**src/rtl/lxr_defs.vh**
```
// Register offsets, field positions, reset values and timing counts
`ifndef LXR_DEFS_VH
`define LXR_DEFS_VH
`define LXR_ADDR_HPOS        8'h02
`define LXR_ADDR_TEXTPOS     8'h03
`define LXR_ADDR_ACTIVITY    8'h04
`define LXR_ADDR_FILTER      8'h05
`define LXR_ADDR_IRQ_REQ     8'h06
`define LXR_ADDR_IRQ_MASK    8'h07
`define LXR_ADDR_STATION_INFO_CLASS_SELECT_ACT    8'h08
`define LXR_RST_HPOS         8'h26
`define LXR_RST_TEXTPOS      8'hff
`define LXR_RST_FILTER       8'h00
`define LXR_RST_MASK         8'h00
`define LXR_BIT_POLARITY     6
`define LXR_BIT_BOXCOL       7
`define LXR_BIT_DLE          1
`define LXR_BIT_EOF          2
`define LXR_BIT_LOCK         3
`define LXR_BIT_SCH          4
`define LXR_BIT_XDS          5
`define LXR_BIT_CAP          6
`define LXR_BIT_TXT          7
`define LXR_SEC_ALL          3'h0
`define LXR_SEC_TIME         3'h1
`define LXR_SEC_INBAND       3'h2
`define LXR_SEC_RATING       3'h3
`define LXR_SEC_VCR          3'h4
`define LXR_HSTEP_NS         330
`define LXR_CLK_NS           50
`define LXR_TIMEOUT_S        16
`define LXR_STATION_INFO_CLASS_SELECT_TIMEOUT_S   12
`define LXR_CLK_HZ           20000000
`endif

```
**src/rtl/lxr_activity_timer.v**
```verilog
// Retriggerable activity timer: set by a hit, cleared after a quiet period
`timescale 1ns/1ps
`include "lxr_defs.vh"
module lxr_activity_timer #(
  parameter CYCLES = 64'd320000000,
  parameter CW     = 29
) (
  // Clock and reset
  input  wire core_clk_i,
  input  wire rst_n_i,
  // Activity events
  input  wire hit_i,
  input  wire kill_i,
  // Status
  output reg  active_o
);
  reg [CW-1:0] count;
  always @(posedge core_clk_i or negedge rst_n_i) begin
    if (!rst_n_i) begin
      count    <= {CW{1'b0}};
      active_o <= 1'b0;
    end else if (kill_i) begin
      count    <= {CW{1'b0}};
      active_o <= 1'b0;
    end else if (hit_i) begin
      count    <= CYCLES[CW-1:0] - {{(CW-1){1'b0}}, 1'b1};
      active_o <= 1'b1;
    end else if (count != {CW{1'b0}}) begin
      count <= count - {{(CW-1){1'b0}}, 1'b1};
    end else begin
      active_o <= 1'b0;
    end
  end
endmodule

```
**src/rtl/lxr_regs.v**
```verilog
// Register bank for display position, Packet_class_filter, activity and interrupt requests
`timescale 1ns/1ps
`include "lxr_defs.vh"
module lxr_regs #(
  parameter SEL_TIMEOUT  = 64'd320000000,
  parameter STATION_INFO_CLASS_SELECT_TIMEOUT = 64'd240000000
) (
  // Clock and reset
  input  wire       core_clk_i,
  input  wire       rst_n_i,
  // Register access from serial control port
  input  wire [7:0] reg_addr_i,
  input  wire [7:0] reg_wdata_i,
  input  wire       reg_wr_i,
  output reg  [7:0] reg_rdata_o,
  // Video and decoder events
  input  wire       sync_locked_i,
  input  wire       data_line_end_i,
  input  wire       field_end_i,
  input  wire       row15_clear_i,
  input  wire       sel_station_info_class_select_data_i,
  input  wire       xds_data_i,
  input  wire [7:0] mode_cmd_hit_i,
  // XDS packet to qualify
  input  wire       xds_pkt_valid_i,
  input  wire [3:0] xds_pkt_class_i,
  input  wire [6:0] xds_pkt_type_i,
  output reg        xds_pkt_pass_o,
  // Display controls
  output wire [5:0] horiz_position_o,
  output wire       lock_edge_polarity_o,
  output wire       box_colour_select_o,
  output reg  [3:0] text_first_row_o,
  output wire [3:0] text_row_count_o,
  output wire       xds_recovery_en_o,
  // Status
  output wire       selected_channel_active_o,
  output wire       xds_active_o,
  output wire [7:0] channel_activity_o,
  output wire       irq_o
);
  // Timer widths sized for the documented default counts
  localparam TW = 29;

  reg  [7:0] horizontal_position;
  reg  [7:0] text_window_position;
  reg  [7:0] packet_class_filter;
  reg  [7:0] interrupt_request_flags;
  reg  [7:0] interrupt_mask;
  reg        lock_prev;
  reg        sch_prev;
  reg        xds_prev;
  reg  [7:0] station_info_class_select_prev;
  reg  [7:0] next_req;
  reg  [4:0] first_row_calc;
  wire       sel_act;
  wire       xds_act;
  wire [7:0] station_info_class_select_act;
  wire       lock_lost;
  wire       wr_req;
  wire [7:0] set_ev;

  // Class bit from XDS class code (start codes 1,3,5,7,9 and continue codes 2,4,6,8,10)
  function [4:0] class_onehot;
    input [3:0] cls;
    begin
      case (cls)
        4'h1, 4'h2: class_onehot = 5'h01;
        4'h3, 4'h4: class_onehot = 5'h02;
        4'h5, 4'h6: class_onehot = 5'h04;
        4'h7, 4'h8: class_onehot = 5'h08;
        4'h9, 4'ha: class_onehot = 5'h10;
        default:    class_onehot = 5'h00;
      endcase
    end
  endfunction

  // Register writes
  always @(posedge core_clk_i or negedge rst_n_i) begin
    if (!rst_n_i) begin
      horizontal_position  <= `LXR_RST_HPOS;
      text_window_position <= `LXR_RST_TEXTPOS;
      packet_class_filter  <= `LXR_RST_FILTER;
      interrupt_mask       <= `LXR_RST_MASK;
    end else if (reg_wr_i) begin
      case (reg_addr_i)
        `LXR_ADDR_HPOS:     horizontal_position  <= reg_wdata_i;
        `LXR_ADDR_TEXTPOS:  text_window_position <= reg_wdata_i;
        `LXR_ADDR_FILTER:   packet_class_filter  <= reg_wdata_i;
        `LXR_ADDR_IRQ_MASK: interrupt_mask       <= reg_wdata_i;
        default: ;
      endcase
    end
  end

  // Display fields; each step of position is one 330 ns pixel-timing unit
  assign horiz_position_o     = horizontal_position[5:0];
  assign lock_edge_polarity_o = horizontal_position[`LXR_BIT_POLARITY];
  assign box_colour_select_o  = horizontal_position[`LXR_BIT_BOXCOL];
  assign text_row_count_o     = text_window_position[3:0];

  // First row = base - count + 1, clamped to row 1 when above the screen
  always @* begin
    first_row_calc = {1'b0, text_window_position[7:4]} + 5'd1
                     - {1'b0, text_window_position[3:0]};
    if (first_row_calc[4] || first_row_calc == 5'd0) begin
      text_first_row_o = 4'h1;
    end else begin
      text_first_row_o = first_row_calc[3:0];
    end
  end

  // Activity timers; restarting on each hit keeps the bit high while data flows
  assign lock_lost = lock_prev & ~sync_locked_i;

  lxr_activity_timer #(.CYCLES(SEL_TIMEOUT), .CW(TW)) u_sel_timer (
    .core_clk_i (core_clk_i),
    .rst_n_i    (rst_n_i),
    .hit_i      (sel_station_info_class_select_data_i),
    .kill_i     (1'b0),
    .active_o   (sel_act)
  );

  lxr_activity_timer #(.CYCLES(SEL_TIMEOUT), .CW(TW)) u_xds_timer (
    .core_clk_i (core_clk_i),
    .rst_n_i    (rst_n_i),
    .hit_i      (xds_data_i),
    .kill_i     (1'b0),
    .active_o   (xds_act)
  );

  genvar g;
  generate
    for (g = 0; g < 8; g = g + 1) begin : g_station_info_class_select
      lxr_activity_timer #(.CYCLES(STATION_INFO_CLASS_SELECT_TIMEOUT), .CW(TW)) u_station_info_class_select_timer (
        .core_clk_i (core_clk_i),
        .rst_n_i    (rst_n_i),
        .hit_i      (mode_cmd_hit_i[g]),
        .kill_i     (lock_lost),
        .active_o   (station_info_class_select_act[g])
      );
    end
  endgenerate

  assign selected_channel_active_o = sel_act;
  assign xds_active_o              = xds_act;
  assign channel_activity_o        = station_info_class_select_act;

  // Previous values for change detection
  always @(posedge core_clk_i or negedge rst_n_i) begin
    if (!rst_n_i) begin
      lock_prev <= 1'b0;
      sch_prev  <= 1'b0;
      xds_prev  <= 1'b0;
      station_info_class_select_prev <= 8'h00;
    end else begin
      lock_prev <= sync_locked_i;
      sch_prev  <= sel_act;
      xds_prev  <= xds_act;
      station_info_class_select_prev <= station_info_class_select_act;
    end
  end

  // Events per request bit; bit 0 is reserved and never sets
  assign set_ev[0] = 1'b0;
  assign set_ev[`LXR_BIT_DLE]  = data_line_end_i;
  assign set_ev[`LXR_BIT_EOF]  = field_end_i;
  assign set_ev[`LXR_BIT_LOCK] = lock_prev ^ sync_locked_i;
  assign set_ev[`LXR_BIT_SCH]  = sch_prev ^ sel_act;
  assign set_ev[`LXR_BIT_XDS]  = xds_prev ^ xds_act;
  assign set_ev[`LXR_BIT_CAP]  = |(station_info_class_select_prev[3:0] ^ station_info_class_select_act[3:0]);
  assign set_ev[`LXR_BIT_TXT]  = |(station_info_class_select_prev[7:4] ^ station_info_class_select_act[7:4]);

  assign wr_req = reg_wr_i && (reg_addr_i == `LXR_ADDR_IRQ_REQ);

  // Set wins over any clear in the same cycle
  always @* begin
    next_req = interrupt_request_flags;
    if (wr_req) begin
      next_req = next_req & ~{reg_wdata_i[7:3], 3'b000};
    end
    if (row15_clear_i) begin
      next_req[`LXR_BIT_DLE] = 1'b0;
      next_req[`LXR_BIT_EOF] = 1'b0;
    end
    next_req = next_req | set_ev;
  end

  always @(posedge core_clk_i or negedge rst_n_i) begin
    if (!rst_n_i) begin
      interrupt_request_flags <= 8'h00;
    end else begin
      interrupt_request_flags <= next_req;
    end
  end

  assign irq_o = |(interrupt_request_flags & interrupt_mask);

  // Packet_class_filter qualification
  assign xds_recovery_en_o = |packet_class_filter[4:0];

  always @(posedge core_clk_i or negedge rst_n_i) begin
    if (!rst_n_i) begin
      xds_pkt_pass_o <= 1'b0;
    end else begin
      xds_pkt_pass_o <= 1'b0;
      if (xds_pkt_valid_i && xds_recovery_en_o) begin
        if (&packet_class_filter[4:0]
            && packet_class_filter[7:5] == `LXR_SEC_ALL) begin
          xds_pkt_pass_o <= 1'b1;
        end else if (|(class_onehot(xds_pkt_class_i) & packet_class_filter[4:0])) begin
          case (packet_class_filter[7:5])
            `LXR_SEC_ALL:    xds_pkt_pass_o <= 1'b1;
            `LXR_SEC_TIME:   xds_pkt_pass_o <= xds_pkt_class_i[3:1] == 3'h3
                                && (xds_pkt_type_i == 7'h01 || xds_pkt_type_i == 7'h04);
            `LXR_SEC_INBAND: xds_pkt_pass_o <= xds_pkt_class_i[3:1] != 3'h2;
            `LXR_SEC_RATING: xds_pkt_pass_o <= xds_pkt_class_i[3:1] == 3'h0
                                && xds_pkt_type_i == 7'h05;
            `LXR_SEC_VCR: begin
              case ({xds_pkt_class_i[3:1], xds_pkt_type_i})
                {3'h3, 7'h01}, {3'h3, 7'h04}, {3'h2, 7'h01}, {3'h2, 7'h02},
                {3'h3, 7'h02}, {3'h2, 7'h04}, {3'h0, 7'h0d}, {3'h2, 7'h03}: begin
                  xds_pkt_pass_o <= 1'b1;
                end
                default: xds_pkt_pass_o <= 1'b0;
              endcase
            end
            default: xds_pkt_pass_o <= 1'b0;
          endcase
        end
      end
    end
  end

  // Read data registered; unmapped and reserved bits read zero
  always @(posedge core_clk_i or negedge rst_n_i) begin
    if (!rst_n_i) begin
      reg_rdata_o <= 8'h00;
    end else begin
      case (reg_addr_i)
        `LXR_ADDR_HPOS:     reg_rdata_o <= horizontal_position;
        `LXR_ADDR_TEXTPOS:  reg_rdata_o <= text_window_position;
        `LXR_ADDR_ACTIVITY: reg_rdata_o <= {6'h00, xds_act, sel_act};
        `LXR_ADDR_FILTER:   reg_rdata_o <= packet_class_filter;
        `LXR_ADDR_IRQ_REQ:  reg_rdata_o <= interrupt_request_flags;
        `LXR_ADDR_IRQ_MASK: reg_rdata_o <= interrupt_mask;
        `LXR_ADDR_STATION_INFO_CLASS_SELECT_ACT: reg_rdata_o <= station_info_class_select_act;
        default:            reg_rdata_o <= 8'h00;
      endcase
    end
  end
endmodule

```
**config.mk**
```make
export PLATFORM = sky130hd
export DESIGN_NAME = lxr_regs
export DESIGN_NICKNAME = d
export VERILOG_FILES = /design/src/rtl/lxr_activity_timer.v /design/src/rtl/lxr_regs.v
export VERILOG_INCLUDE_DIRS = /design/src /design/src/rtl
export SDC_FILE = /design/constraint.sdc
export NUM_CORES = 1
export LEC_CHECK = 0
export ABC_AREA = 1
export BUFFER_PORTS_ARGS = -buffer_cell sky130_fd_sc_hd__buf_2
export CAP_MARGIN = 20
export CORE_ASPECT_RATIO = 0.6
export CORE_MARGIN = 2
export CORE_UTILIZATION = 63
export DETAILED_ROUTE_END_ITERATION = 8
export PLACE_DENSITY = 0.81
export REMOVE_ABC_BUFFERS = 1
export SYNTH_ARGS = -nofsm -noshare
export SYNTH_HDL_FRONTEND = slang
export SYNTH_HIERARCHICAL = 1
export SYNTH_SLANG_ARGS = --single-unit
```
**constraint.sdc**
```tcl
create_clock -name core_clk_i -period 2.3 [get_ports core_clk_i]
set_input_delay 0.115 -clock core_clk_i [delete_from_list [all_inputs] [get_ports core_clk_i]]
set_output_delay 0.115 -clock core_clk_i [all_outputs]
set_load 0.05 [all_outputs]
```
==> results by group <==
Hold path
  – Worst hold path type: input pin to flip-flop

Critical path
  – Buf/Inv on CP: 5
  – Worst Path Max Fanout: 2
  – Slowest cell on the critical path: dfstp_2
  – CP startpoint kind: flip-flop
  – Crit-path cells: inv_2 -> ha_4 -> inv_2 -> ha_4 -> inv_2 -> fa_2 -> xnor2_2 -> nor3_2 -> a21oi_2 -> buf_4 -> nand2_4 -> buf_12
  – Crit path capture type: output port
  – Crit path top cell by count: inv_2
  – Worst Path Arrival: 2670 ps
  – Worst path required time: 2180 ps
  – Slowest cell delay on critical path: 540 ps
  – Top delay family on crit path: adder cells
  – Setup CP Type: flip-flop to output port

Drt
  – Per-cell routed wire length: 16.2 um
  – Uppermost layer routed: met4
  – Routed metal-1 wirelength: 29100 um
  – Routed WL: 63600 um
  – Vias per inst: 5.72
  – Met2 WL post-DR: 26500 um
  – # DRC: 0
  – Drt initial violations: 2439
  – DR pass1 iterations: 7
  – Met3 wire len: 6200 um
  – Vias: 22500
  – Final ANT Viol Nets: 0

Cells and area
  – Design area: 0.0257 sq mm
  – Area Growth Syn to Fin: 12.1%
  – Fin nets: 3504
  – Filler cells: 2909
  – Final std cells w/o fill: 3934
  – Share of cells above drive strength 1: 14.1%

Global routing
  – Largest net degree at the start of global routing: 63
  – Global-route wire length before repair: 105000 um
  – Overflow after GRT: 0
  – Vias in the first global route: 21000
  – Total track usage: 33.5%
  – Initial antenna violation count: 3

Synthesis
  – Post-synth EDFFs: 0
  – Synth top cells by count: nor2_1, nand2_1, inv_1, dfrtp_1, nand3_1
  – Xor/xnor share of the synthesized area: 1.07%
  – Post-synthesis async set-or-reset flop share: 100%
  – Dominant synthesized flop cell: dfrtp_1
  – Sequential area share after synthesis: 39.2%
  – Count leader, synth: nor2_1
  – Yosys reg bits: 359
  – Post-Synthesis Cells: 3295
  – Yosys top cell area share: 37.9%
  – Synth Area in Compound Gates: 10.2%
  – Simple-gate area share of the yosys netlist: 39.1%
  – Main combinational cell family by area after synthesis: simple AND/OR/NAND/NOR gates
  – Area contributors post-synth: dfrtp_1, nor2_1, nand2_1, inv_1, nand4_1
  – Post-synthesis mux area share: 0%
  – Synthesized area per cell: 6.97 sq um
  – Area leader, netlist: dfrtp_1
  – Synth cell types: 47
  – Synth warn: 6
  – Post-Synth Adder-Cell Area: 1.72%
  – Mapped Area: 0.0230 sq mm

Timing
  – Slew at the pin closest to its max-slew limit: 664 ps
  – Setup violators final: 4
  – Final Hold Viols: 0
  – Fin worst setup slack: -483 ps
  – Fin crit period: 2780 ps
  – Clock skew: 20.0 ps
  – Max-slew violation count: 0
  – Unrepaired setup endpoints after global routing: yes
  – Fmax: 359 MHz
  – Tcrit/Tclk final: 121%
  – Slew headroom: 55.5%

Floorplanning
  – Top-Level Pins: 82
  – Starting density of the core: 63.5%
  – Std-Cell Rows: 54
  – Core Region: 0.0361 sq mm
  – Die width: 250 um
  – Die height: 152 um
  – Die ar.: 0.0380 sq mm

Clock network
  – Num CTS Buffers: 38
  – Sink Count: 359
  – Clock Pin Slew Worst Setup and Hold Paths: 70 ps
  – Worst-case clock buffer depth: 3
  – Htree depth: 2
  – Root Driver: clkbuf_16
  – Clk Latency, worst-skew pair: 540 ps
  – CTS tree: yes

Power and ir drop
  – PwrDens: 647 mW/mm^2
  – Lkg Pwr: 12.5 nW
  – Maximum vdd ir drop: 0.000665 V

Placed design
  – GP Congestion: 0.969
  – Placed Instance Area: 0.0239 sq mm
  – DP Wirelength: 46400 um
  – Post-Place Cells: 3834
  – I/O Buffers: 81

Flow run
  – Max-cap viol count: 0

Run status
  – Outcome: finished, violations left
  – Failing checks: setup timing
-- area by class of cell --
class | instances | area (sq um) | share of cell area, %
clock buffer | 58 | 1190 | 4.62
inverter | 457 | 1720 | 6.67
sequential | 359 | 9000 | 35.0
multi-input combinational | 2446 | 12100 | 47.0
clock inverter | 11 | 209 | 0.812
timing repair buffer | 126 | 926 | 3.60
tap | 476 | 596 | 2.31
antenna | 1 | 2.50 | 0.00972
-- placed cells by master (no fill, tap or decap), types with 8 or more instances in the layout --
cell | Yosys | final
nand3_2 | 8 | 8
inv_1 | 403 | 399
o21ai_2 | 26 | 26
inv_2 | 46 | 50
o21ai_0 | 146 | 146
nand3_1 | 158 | 158
o21bai_1 | 22 | 22
nor3_1 | 40 | 39
a21oi_2 | 6 | 8
xor2_1 | 19 | 19
clkinv_1 | 8 | 8
a21oi_1 | 157 | 155
nand4_1 | 153 | 153
nand2_4 | 20 | 21
clkbuf_16 | 0 | 41
nor2_4 | 30 | 32
nand2_2 | 53 | 54
a21boi_0 | 8 | 8
ha_1 | 30 | 25
dlygate4sd3_1 | 0 | 24
nand2_1 | 678 | 676
dfrtp_1 | 348 | 348
nor2_1 | 720 | 718
buf_2 | 0 | 76
o21ai_1 | 11 | 11
o22ai_1 | 20 | 20
nor2_2 | 91 | 91
dfstp_2 | 11 | 11
clkbuf_8 | 0 | 10
buf_4 | 4 | 14
-- logic make-up after synthesis --
logic type | count (synthesis)
compound gates | 414
other cells | 1
fa+ha+maj | 31
xor+xnor | 28
buf+inv | 495
simple gates | 1967
flops | 359
-- worst min-delay path, stage by stage --
cell	delay, ps
buf_2	170
nand2_4	230
o21ai_2	70
-- final timing paths --
check	start	to	slack, ps	cells past startpoint
setup / recovery	text_window_position[5]	text_first_row_o[0]	-480	12
hold / removal	reg_wr_i	text_window_position[4]	50	3
setup reg to reg	flip-flop	flip-flop	330	10
hold reg to reg	sch_prev	interrupt_request_flags[4]	480	2
max in group asynchronous	rst_n_i	async pin	1410	3
min in group asynchronous	rst_n_i	async pin	110	2
-- where the power goes --
group	switching (mW)	internal (mW)	leakage [nW]
Sequential	0.431	6.72	4.38
Clock	2.60	4.24	0.690
Combinational	1.82	0.834	7.42
Total	4.85	11.8	12.5
-- routing by layer --
metal	up-vias	track usage, %
met4	0	11.2
met2	1078	47.8
li1	10800	-
met3	138	6.18
met5	-	0
met1	10500	51.2
-- through the flow --
| stage | setup slack (ps) | setup TNS [ps] | power [mW] | utilization (%) | hold WS, ps |
|---|---|---|---|---|---|
| 4_1_cts | -485 | -1360 | 16.7 | 71.0 | 16.6 |
| 6_report | -483 | -1500 | 16.6 | 71.2 | 52.2 |
| 3_3_place_gp | -169 | -304 | 9.60 | 66.1 | 89.5 |
| 3_5_place_dp | -165 | -313 | 9.70 | 66.1 | 93.7 |
| 5_1_grt | -584 | -1810 | 17.4 | 71.2 | 42.8 |
| 2_1_floorplan | -263 | -810 | 8.85 | - | -181 |
-- what timing repair did --
| item | 4_1_cts | 5_1_grt |
|---|---|---|
| cloned | 0 | 0 |
| setup endpoints to repair | 4 | 4 |
| buffers inserted | 2 | 4 |
| hold buffers | 24 | 0 |
| pin swaps | 7 | 9 |
| endpoints found under the hold margin | 297 | 0 |
| gates resized for setup | 23 | 7 |
No activity file was read; power rests on OpenSTA's default activity.
